### src/tbc_pkg.sv
/*
 Package for the T1 code controller: register offsets, field positions,
 reset values, filter counts and the code frame layout.
 Assumes an 8-bit host register port with byte offsets as printed.
*/
package tbc_pkg;
   // ----------------------------------------
   // Register offsets
   // ----------------------------------------
   localparam logic [7:0] ADDR_EVENT_STATUS = 8'h24;
   localparam logic [7:0] ADDR_EVENT_MASK = 8'h25;
   localparam logic [7:0] ADDR_CODE_CONTROL = 8'h37;
   localparam logic [7:0] ADDR_RX_LINK_CODE = 8'hc0;
   localparam logic [7:0] ADDR_TX_LINK_WORD = 8'hc1;
   localparam logic [7:0] ADDR_MATCH_A = 8'hc2;
   localparam logic [7:0] ADDR_MATCH_B = 8'hc3;
   // ----------------------------------------
   // Reset values
   // ----------------------------------------
   localparam logic [7:0] RST_REG = 8'h00;
   localparam logic [5:0] CODE_PRESET = 6'h3f;
   // ----------------------------------------
   // Control fields
   // ----------------------------------------
   localparam int CTL_SEND = 0;
   localparam int CTL_FILT_LO = 1;
   localparam int CTL_FILT_HI = 2;
   localparam int CTL_RX_RESET = 3;
   localparam int CTL_RX_EN = 4;
   // ----------------------------------------
   // Status fields
   // ----------------------------------------
   localparam int EV_CODE_CHANGE = 0;
   localparam int EV_MATCH = 1;
   localparam int EV_TX_EMPTY = 2;
   localparam int EV_RX_FULL = 3;
   localparam int EV_ABORT = 4;
   localparam int EV_CLEAR = 5;
   localparam int EV_COUNT = 6;
   // ----------------------------------------
   // Code frame and counts
   // ----------------------------------------
   localparam int FRAME_BITS = 16;
   localparam int FLAG_ONES = 8;
   localparam logic [4:0] ABORT_ONES = 5'd8;
   localparam logic [4:0] CLEAR_BITS = 5'd30;
   localparam logic [2:0] FILT_NONE = 3'd1;
   localparam logic [2:0] FILT_3 = 3'd3;
   localparam logic [2:0] FILT_5 = 3'd5;
   localparam logic [2:0] FILT_7 = 3'd7;
endpackage

### src/tbc_t1_boc_controller.sv
/*
 Top of the T1 code controller: host registers, code transmit through
 the generator, code receive with filtering, data link events.
 Assumes one register access per strobe, synchronous link bit strobes
 and a single core clock.
*/
`timescale 1ns/1ps
`default_nettype none
module tbc_t1_boc_controller
(
   input wire logic core_clk,
   input wire logic arst_n,
   input wire logic t1Mode,
   input wire logic [7:0] regAddr,
   input wire logic regWr,
   input wire logic regRd,
   input wire logic [7:0] regWrData,
   output logic [7:0] regRdData_ff,
   input wire logic linkStrobe,
   input wire logic rxBit,
   output logic txLinkBit_ff,
   output logic eventIrq_ff
);
   import tbc_pkg::*;

   // ----------------------------------------
   // Registers
   // ----------------------------------------
   logic [7:0] control_ff;
   logic [7:0] mask_ff;
   logic [7:0] txWord_ff;
   logic [7:0] matchA_ff;
   logic [7:0] matchB_ff;
   logic [EV_COUNT-1:0] status_ff;
   logic [EV_COUNT-1:0] evSet;
   logic [5:0] rxCode_ff;
   logic [7:0] rxWord_ff;
   logic [2:0] wordCnt_ff;
   logic rxResetDly_ff;
   logic rxResetPulse;
   logic sendEn;
   logic rxEn;
   logic genBit;
   logic frameDone;
   logic [2:0] required;

   // Tied to code requirements
   // mode gating
   assign sendEn = t1Mode && control_ff[CTL_SEND];
   assign rxEn = t1Mode && control_ff[CTL_RX_EN];

   function automatic logic [2:0] filterCount(input logic [1:0] sel);
      unique case (sel)
         2'b00: filterCount = FILT_NONE;
         2'b01: filterCount = FILT_3;
         2'b10: filterCount = FILT_5;
         2'b11: filterCount = FILT_7;
      endcase
   endfunction

   assign required = filterCount(control_ff[CTL_FILT_HI:CTL_FILT_LO]);

   // ----------------------------------------
   // Host writes
   // ----------------------------------------
   // masks reset zero
   always_ff @(posedge core_clk or negedge arst_n)
   begin
      if (!arst_n)
      begin
         control_ff <= RST_REG;
         mask_ff <= RST_REG;
         txWord_ff <= RST_REG;
         matchA_ff <= RST_REG;
         matchB_ff <= RST_REG;
      end
      else if (regWr)
      begin
         unique case (regAddr)
            // control and mask upper bits dropped, so they read back as zero
            ADDR_CODE_CONTROL: control_ff <= {3'b000, regWrData[4:0]};
            ADDR_EVENT_MASK: mask_ff <= {2'b00, regWrData[5:0]};
            ADDR_TX_LINK_WORD: txWord_ff <= regWrData;
            ADDR_MATCH_A: matchA_ff <= regWrData;
            ADDR_MATCH_B: matchB_ff <= regWrData;
            default: ;
         endcase
      end
   end

   always_ff @(posedge core_clk or negedge arst_n)
   begin
      if (!arst_n)
         rxResetDly_ff <= 1'b0;
      else
         rxResetDly_ff <= control_ff[CTL_RX_RESET];
   end
   assign rxResetPulse = control_ff[CTL_RX_RESET] && !rxResetDly_ff;

   // ----------------------------------------
   // Transmit
   // ----------------------------------------
   // code from low six bits
   tbc_code_gen u_gen
   (
      .core_clk(core_clk),
      .arst_n(arst_n),
      .sendEn(sendEn),
      .code(txWord_ff[5:0]),
      .linkStrobe(linkStrobe),
      .txBit(genBit),
      .frameDone(frameDone)
   );

   always_ff @(posedge core_clk or negedge arst_n)
   begin
      if (!arst_n)
         txLinkBit_ff <= 1'b1;
      else if (linkStrobe)
         txLinkBit_ff <= genBit;
   end

   // ----------------------------------------
   // Receive shifter and detector
   // ----------------------------------------
   logic [15:0] rxShift_ff;
   logic [4:0] onesRun_ff;
   logic [4:0] clearCnt_ff;
   logic [5:0] candCode_ff;
   logic [2:0] repCnt_ff;
   logic [15:0] nxt_rxShift;
   logic frameSeen;
   logic [5:0] seenCode;

   assign nxt_rxShift = {rxBit, rxShift_ff[15:1]};
   // Oldest bit in [0]: ones, zero, code LSB first, zero
   assign frameSeen = (nxt_rxShift[7:0] == 8'hff) && !nxt_rxShift[8]
                      && !nxt_rxShift[15];
   assign seenCode = nxt_rxShift[14:9];

   always_ff @(posedge core_clk or negedge arst_n)
   begin
      if (!arst_n)
         rxShift_ff <= 16'h0000;
      else if (linkStrobe)
         rxShift_ff <= nxt_rxShift;
   end

   always_ff @(posedge core_clk or negedge arst_n)
   begin
      if (!arst_n)
      begin
         rxCode_ff <= CODE_PRESET;
         candCode_ff <= CODE_PRESET;
         repCnt_ff <= 3'd0;
      end
      else if (!rxEn || rxResetPulse)
      begin
         rxCode_ff <= CODE_PRESET;
         candCode_ff <= CODE_PRESET;
         repCnt_ff <= 3'd0;
      end
      else if (linkStrobe && frameSeen)
      begin
         if (seenCode != candCode_ff || repCnt_ff == 3'd0)
         begin
            candCode_ff <= seenCode;
            repCnt_ff <= 3'd1;
            if (required == FILT_NONE)
               rxCode_ff <= seenCode;
         end
         else
         begin
            if (repCnt_ff != 3'd7)
               repCnt_ff <= repCnt_ff + 3'd1;
            // Widened so a saturated count cannot wrap to zero
            if ({1'b0, repCnt_ff} + 4'd1 >= {1'b0, required})
               rxCode_ff <= candCode_ff;
         end
      end
   end

   // Plain link word assembly, eight bits per word
   always_ff @(posedge core_clk or negedge arst_n)
   begin
      if (!arst_n)
      begin
         rxWord_ff <= 8'h00;
         wordCnt_ff <= 3'd0;
      end
      else if (linkStrobe && t1Mode)
      begin
         wordCnt_ff <= wordCnt_ff + 3'd1;
         if (wordCnt_ff == 3'd7)
            rxWord_ff <= nxt_rxShift[15:8];
      end
   end

   always_ff @(posedge core_clk or negedge arst_n)
   begin
      if (!arst_n)
      begin
         onesRun_ff <= 5'd0;
         clearCnt_ff <= 5'd0;
      end
      else if (linkStrobe && t1Mode)
      begin
         if (!rxBit)
            onesRun_ff <= 5'd0;
         else if (onesRun_ff != ABORT_ONES)
            onesRun_ff <= onesRun_ff + 5'd1;
         if (rxBit && onesRun_ff == ABORT_ONES - 5'd1)
            clearCnt_ff <= 5'd0;
         else if (clearCnt_ff != CLEAR_BITS)
            clearCnt_ff <= clearCnt_ff + 5'd1;
      end
   end

   // ----------------------------------------
   // Events
   // ----------------------------------------
   logic [5:0] prevCode_ff;
   always_ff @(posedge core_clk or negedge arst_n)
   begin
      if (!arst_n)
         prevCode_ff <= CODE_PRESET;
      else
         prevCode_ff <= rxCode_ff;
   end

   always_comb
   begin
      evSet = '0;
      evSet[EV_CODE_CHANGE] = rxEn && (rxCode_ff != prevCode_ff);
      evSet[EV_MATCH] = linkStrobe && t1Mode && wordCnt_ff == 3'd7
         && (nxt_rxShift[15:8] == matchA_ff
             || nxt_rxShift[15:8] == matchB_ff);
      evSet[EV_TX_EMPTY] = frameDone;
      evSet[EV_RX_FULL] = linkStrobe && t1Mode && wordCnt_ff == 3'd7;
      evSet[EV_ABORT] = linkStrobe && t1Mode && rxBit
         && onesRun_ff == ABORT_ONES - 5'd1;
      evSet[EV_CLEAR] = linkStrobe && t1Mode && !(rxBit
         && onesRun_ff == ABORT_ONES - 5'd1)
         && clearCnt_ff == CLEAR_BITS - 5'd1;
   end

   // latched until read; set beats clear
   always_ff @(posedge core_clk or negedge arst_n)
   begin
      if (!arst_n)
         status_ff <= '0;
      else if (regRd && regAddr == ADDR_EVENT_STATUS)
         status_ff <= evSet;
      else
         status_ff <= status_ff | evSet;
   end

   always_ff @(posedge core_clk or negedge arst_n)
   begin
      if (!arst_n)
         eventIrq_ff <= 1'b0;
      else
         eventIrq_ff <= |(status_ff & mask_ff[EV_COUNT-1:0]);
   end

   // ----------------------------------------
   // Host reads
   // ----------------------------------------
   always_ff @(posedge core_clk or negedge arst_n)
   begin
      if (!arst_n)
         regRdData_ff <= 8'h00;
      else if (regRd)
      begin
         unique case (regAddr)
            ADDR_EVENT_STATUS: regRdData_ff <= {2'b00, status_ff};
            ADDR_EVENT_MASK: regRdData_ff <= mask_ff;
            ADDR_CODE_CONTROL: regRdData_ff <= control_ff;
            ADDR_RX_LINK_CODE: regRdData_ff <= rxEn ?
               {2'b00, rxCode_ff} : rxWord_ff;
            ADDR_TX_LINK_WORD: regRdData_ff <= txWord_ff;
            ADDR_MATCH_A: regRdData_ff <= matchA_ff;
            ADDR_MATCH_B: regRdData_ff <= matchB_ff;
            default: regRdData_ff <= 8'h00;
         endcase
      end
   end
endmodule
`default_nettype wire

### src/tbc_code_gen.sv
/*
 Code generator: shifts out the 16-bit code frame, one bit per link
 strobe, while sending is requested.
 Assumes linkStrobe marks one data link bit slot per pulse.
*/
`timescale 1ns/1ps
`default_nettype none
module tbc_code_gen
(
   input wire logic core_clk,
   input wire logic arst_n,
   input wire logic sendEn,
   input wire logic [5:0] code,
   input wire logic linkStrobe,
   output logic txBit,
   output logic frameDone
);
   import tbc_pkg::*;
   logic [3:0] bitPos_ff;
   logic [15:0] frame;

   // Ones flag, zero, code LSB first, zero
   assign frame = {1'b0, code[5], code[4], code[3], code[2], code[1],
                   code[0], 1'b0, 8'hff};

   always_ff @(posedge core_clk or negedge arst_n)
   begin
      if (!arst_n)
         bitPos_ff <= 4'h0;
      else if (!sendEn)
         bitPos_ff <= 4'h0;
      else if (linkStrobe)
         bitPos_ff <= bitPos_ff + 4'h1;
   end

   // Flag bits idle high when not sending
   assign txBit = sendEn ? frame[bitPos_ff] : 1'b1;
   assign frameDone = sendEn && linkStrobe && (bitPos_ff == 4'hf);
endmodule
`default_nettype wire

### config.mk
export PLATFORM = sky130hd
export DESIGN_NAME = tbc_t1_boc_controller
export DESIGN_NICKNAME = d
export VERILOG_FILES = /design/src/tbc_pkg.sv /design/src/tbc_t1_boc_controller.sv /design/src/tbc_code_gen.sv
export SDC_FILE = /design/constraint.sdc
export NUM_CORES = 1
export LEC_CHECK = 0
export BUFFER_PORTS_ARGS = -buffer_cell sky130_fd_sc_hd__clkbuf_2
export CORE_MARGIN = 3
export CORE_UTILIZATION = 35
export CTS_CLUSTER_DIAMETER = 120
export DETAILED_ROUTE_END_ITERATION = 8
export GPL_ROUTABILITY_DRIVEN = 0
export SETUP_SLACK_MARGIN = 0.4
export SYNTH_ARGS = -nofsm -noshare
export SYNTH_HDL_FRONTEND = slang
export SYNTH_SLANG_ARGS = --single-unit
export TNS_END_PERCENT = 50
### constraint.sdc
create_clock -name core_clk -period 5 [get_ports core_clk]
set_input_delay 0.75 -clock core_clk [delete_from_list [all_inputs] [get_ports core_clk]]
set_output_delay 0.75 -clock core_clk [all_outputs]
set_load 0.1 [all_outputs]
[Word level (Yosys, flattened, before mapping)]
Cells that the tools add are included.
Cells by class
  shift-type cells: 0
  multiplexer cells: 25
  add/subtract/negate cells: 6
  divide/modulo/power cells: 0
  $lt $le $gt $ge: 2
  eq/ne operators: 26
  reduce and logical (&&, ||, !) cells: 45
  multiply operators: 0
  bitwise logic cells: 2
Operator list (count)
  $pmux W8 S7: 1
  $mux W6: 9
  $eq A8 B8 Y1 const B: 5
  $eq A8 B6 Y1 const B: 3
  $mux W5: 4
  $reduce_and A2 Y1: 10
  $logic_and A1 B1 Y1: 18
  $eq A8 B8 Y1: 2
  $mux W3: 4
  $ne A6 B6 Y1: 2
  $pmux W3 S4: 1
  $add A5 B1 Y5 const B: 2
  $mux W4: 2
  $mux W8: 1
  $add A3 B1 Y3 const B: 2
  $and A6 B6 Y6: 1
  $or A6 B6 Y6: 1
  $reduce_bool A2 Y1: 3
  $reduce_bool A3 Y1: 2
  $reduce_or A6 Y1: 1
  $eq A5 B3 Y1 const B: 1
  $eq A5 B5 Y1 const B: 1
  $logic_not A1 Y1: 5
  $lt A4 B5 Y1 const B: 1
  other kinds (20): 24
Word-level totals
  memories kept: 0
  RAM bits: 0
  bits in latches: 0
  output and inout port bits: 10
  word-level logic and storage cells: 126
  register bits after elaboration: 114
  bits in read-only memories: 0

[Longest topological paths before layout]
  depth after elaboration: 7
  mapped depth: 7

[Hierarchy]
A second synthesis with hierarchy kept.
Second synthesis, totals
  cells, all modules: 465
  area total of the unflattened synthesis: 5776.8 µm²
Modules (own cells, without submodules)
  tbc_t1_boc_controller: area an instance 5522.8 µm², times used 1, seq. area each 2751.4 µm², cells each 440
  tbc_code_gen: area an instance 254.0 µm², times used 1, seq. area each 100.1 µm², cells each 25

[Worst setup path before layout]
No wires, ideal clock.
  path type: input port to flip-flop
  start point: input port regAddr[7]
  end point: register mask_ff[0]
  data required time: 4.875 ns
  arrival time: 2.032 ns
  cell stages on the path: 4
  slack: 2.843 ns
  path buffers: 0
  cell sequence: or3_1 nor3_2 nand3_1 mux2_2
On the way
  cells in the longest elaborated chain, start to end: 2
Ends and longest elaborated chain
  start, declared: line tbc_t1_boc_controller.sv:14  | input wire logic [7:0] regAddr,
  $eq A8 B6 Y1: line tbc_t1_boc_controller.sv:79  | unique case (regAddr)
  $reduce_and A2 Y1 (no line)
  end signal, assigned: line tbc_t1_boc_controller.sv:82  | ADDR_EVENT_MASK: mask_ff <= {2'b00, regWrData[5:0]};
  end, declared: line tbc_t1_boc_controller.sv:30  | logic [7:0] mask_ff;
Every way passes these cells.
A chain may end at the register's enable or synchronous reset.

[Worst setup path after layout]
  start point: input port regAddr[2]
  end point: register txWord_ff[7]
On the way
  cells in the longest elaborated chain, start to end: 2
Ends and longest elaborated chain
  $eq A8 B8 Y1: line tbc_t1_boc_controller.sv:79
  $reduce_and A2 Y1 (no line)
  end signal, assigned: line tbc_t1_boc_controller.sv:83  | ADDR_TX_LINK_WORD: txWord_ff <= regWrData;
  end, declared: line tbc_t1_boc_controller.sv:31  | logic [7:0] txWord_ff;
Every way passes these cells.

==> flow_metrics.py <==
metrics = {
    "outcome": {
        "outcome": "complete, no violations",
    },
    "floorplan": {
        "start_util": 0.3647,
        "ioPinCount": 33,
        "fp.dieH_um": 133.0,
        "die_w_um": 133.0,
        "rows": 45,
        "coreArea_sq_um": 15480,
        "die_area_sq_um": 17690,
    },
    "job": {
        "maxCapViolCount": 0,
    },
    "cts": {
        "cts_buffer_depth": 2,
        "post-cts-setup-buffers": 0,
        "cts_tree": "yes",
        "clk_latency_ns": 0.41,
        "cts_num_sinks": 113,
        "cts_hold_buf": 0,
        "cts_buffers": 17,
        "root_buffer": "clkbuf_16",
        "clkSlewWorstSetupHoldPaths_ns": 0.05,
        "ctsResizeCount": 0,
        "htreeDepth": 4,
    },
    "power": {
        "leakagePower_nw": 2.968,
        "ir_drop_mv": 0.2460,
        "p_per_area_nw_per_um2": 409.6,
    },
    "layout": {
        "final_net_count": 544,
        "drive_gt1_frac": 0.3065,
        "nFillCells": 1469,
        "antenna_cells": 0,
        "area_delta_synth_final_pct": 16.46,
        "instances_no_fill": 733,
    },
    "synthesis": {
        "synth_area_leader_cell": "dfrtp_1",
        "ys_seq_area_frac": 0.5050,
        "ys.flop_type": "dfrtp_1",
        "synth_edf_count": 0,
        "syn_area_per_cell_sq_um": 11.81,
        "yosysTopAreaCellShare": 0.4166,
        "synth.distinct_cells": 59,
        "synth_cells": 478,
        "syn-cell-area_sq_um": 5647,
        "yosysWarnings": 0,
        "synth_seq_cells": 113,
        "ys_top_cells_by_area": "dfrtp_1 (42%), mux2_2 (13%), dfstp_2 (8.8%)",
        "syn_nets": 513,
        "synthArstFlopShare": 1.000,
    },
    "grt": {
        "gr-usage-all-layers": 0.1525,
        "antenna_found_initial": 0,
        "grt_pass1_wl_um": 21030,
        "met3_usage": 0.04753,
        "grt_pass1_vias": 3882,
        "grt_util_met1": 0.2000,
        "grt_max_degree": 70,
        "use_met2": 0.2404,
        "busiest_layer": "met2",
        "grt-ovfl-total": 0,
    },
    "drt": {
        "wl_per_cell_um": 17.41,
        "first_iter_violations": 221,
        "via_count": 3819,
        "route.detailed.drc": 0,
        "dr.pass1.iters": 4,
        "antenna_left": 0,
        "vias_per_cell": 5.210,
        "wl_um": 12760,
    },
    "timing": {
        "worst_pin_slew_ns": 0.9360,
        "slew_headroom": 0.3726,
        "finalHoldViolations": 0,
        "min_period_ns": 2.410,
        "fin_crit_sh": 0.4820,
        "setup_viol_count_final": 0,
        "setup_tns_ns": 0,
        "rsz0062_at_grt": "false",
        "clock_skew_ns": 0.009071,
        "slew_violations": 0,
        "fmax_ghz": 0.4149,
    },
    "critical_path": {
        "end_kind": "register",
        "worstPathArrival_ns": 2.70,
        "cp-start-kind": "input pin",
        "required_ns": 5.29,
        "r2r_setup_slack_ns": 2.75,
        "crit_fanout": 15,
        "path_class": "input pin to register",
    },
    "hold_path": {
        "hold_class": "register to register",
    },
    "place": {
        "post-dp-hpwl_um": 9044,
        "io_buffers": 32,
        "placed_cells": 701,
    },
}
-- cells in the final DEF (no fill, tap or decap), drive strengths merged, types with 9 or more instances in the layout --
| cell | n |
|---|---|
| nand2 | 33 |
| mux2 | 67 |
| dfstp | 19 |
| clkbuf | 58 |
| nand3 | 14 |
| mux2i | 15 |
| nor3 | 14 |
| inv | 23 |
| nor2 | 18 |
| dfrtp | 94 |
| o21ai | 15 |
| a22oi | 9 |
| ha | 12 |
| xor2 | 28 |
-- routing by layer --
metal / share of wire / routed length (um)
met1: 0.47 / 5975
met2: 0.48 / 6067
met3: 0.040 / 506
met4: 0.017 / 214
met5: 0 / 0
-- sequential cells by signal (all words and copies together), names as in the netlist, 4 cells and up --
| name | count |
|---|---|
| matchB_ff | 8 |
| control_ff | 5 |
| rxCode_ff | 6 |
| candCode_ff | 6 |
| status_ff | 6 |
| matchA_ff | 8 |
| mask_ff | 6 |
| prevCode_ff | 6 |
| rxWord_ff | 8 |
| regRdData_ff | 8 |
| txWord_ff | 8 |
| onesRun_ff | 5 |
| rxShift_ff | 15 |
| clearCnt_ff | 5 |
| u_gen.bitPos_ff | 4 |
-- worst paths after layout --
kind	from	endpoint	cells past startpoint
worst max-delay path	regAddr[2]	txWord_ff[7]$_DFFE_PN0P_	5
min in group asynchronous	arst_n	clearCnt_ff[0]$_DFFE_PN0P_	1
worst min register to register	rxCode_ff[0]$_DFFE_PN1P_	prevCode_ff[0]$_DFF_PN1_	0
worst min-delay path	rxCode_ff[0]$_DFFE_PN1P_	prevCode_ff[0]$_DFF_PN1_	0
max in group asynchronous	arst_n	eventIrq_ff$_DFF_PN0_	2
worst max register to register	control_ff[4]$_DFFE_PN0P_	regRdData_ff[5]$_DFFE_PN0P_	5
-- power breakdown --
group	internal (mW)	switching, mW	leakage [nW]
clock	0.809	0.388	0.297
sequential	1.04	0.134	1.45
combinational	0.163	0.157	1.22
-- cells by family after synthesis --
logic type / Yosys count / synth area share
simple gates: 113 / 0.1053
flops: 113 / 0.5050
mux: 84 / 0.1688
compound gates: 78 / 0.1068
buf+inv: 44 / 0.03346
xor+xnor: 34 / 0.05407
fa+ha+maj: 12 / 0.02659
-- layout make-up --
class / count / area, sq um / area share
Clock buffer: 27 / 523.0 / 0.07953
Sequential cell: 113 / 2851 / 0.4336
Tap cell: 211 / 264.0 / 0.04014
Timing Repair Buffer: 33 / 170.2 / 0.02588
Clock inverter: 5 / 75.07 / 0.01142
Inverter: 23 / 86.33 / 0.01313
Multi-Input combinational cell: 321 / 2606 / 0.3963
-- critical path: stages --
cell       delay [ns]
clkbuf_2         0.09
nand4bb_1        0.19
nor3_2           0.72
nand3_1          0.53
mux2_2           0.42
-- cells in the mapped netlist (5+ instances only) --
master	number
dfrtp_1	94
inv_1	23
buf_1	5
clkbuf_1	8
ha_1	12
o21ai_0	13
xor2_1	27
o22a_1	5
and3_1	5
dfstp_2	19
a21oi_1	7
o22ai_1	5
xnor2_1	6
mux2i_1	15
nor3_1	11
a22o_1	8
a22oi_1	9
nand4_1	5
mux2_2	65
nor4_1	5
nand2_1	33
nand3_1	13
nor2_1	17
-- through the flow --
stage	power, mW	instance area [sq um]	util	setup slack [ns]	hold slack [ns]
after global placement	1.495	5978	0.3861	2.226	0.3834
after detailed placement	1.514	5978	0.3861	2.186	0.3832
final	2.694	6576	0.4247	2.590	0.3807
after CTS	2.726	6576	0.4247	2.630	0.3848
after floorplan	1.399	5647	-	2.843	0.3710
after global routing	2.829	6576	0.4247	2.445	0.3969
No activity file was read; power rests on OpenSTA's default activity.
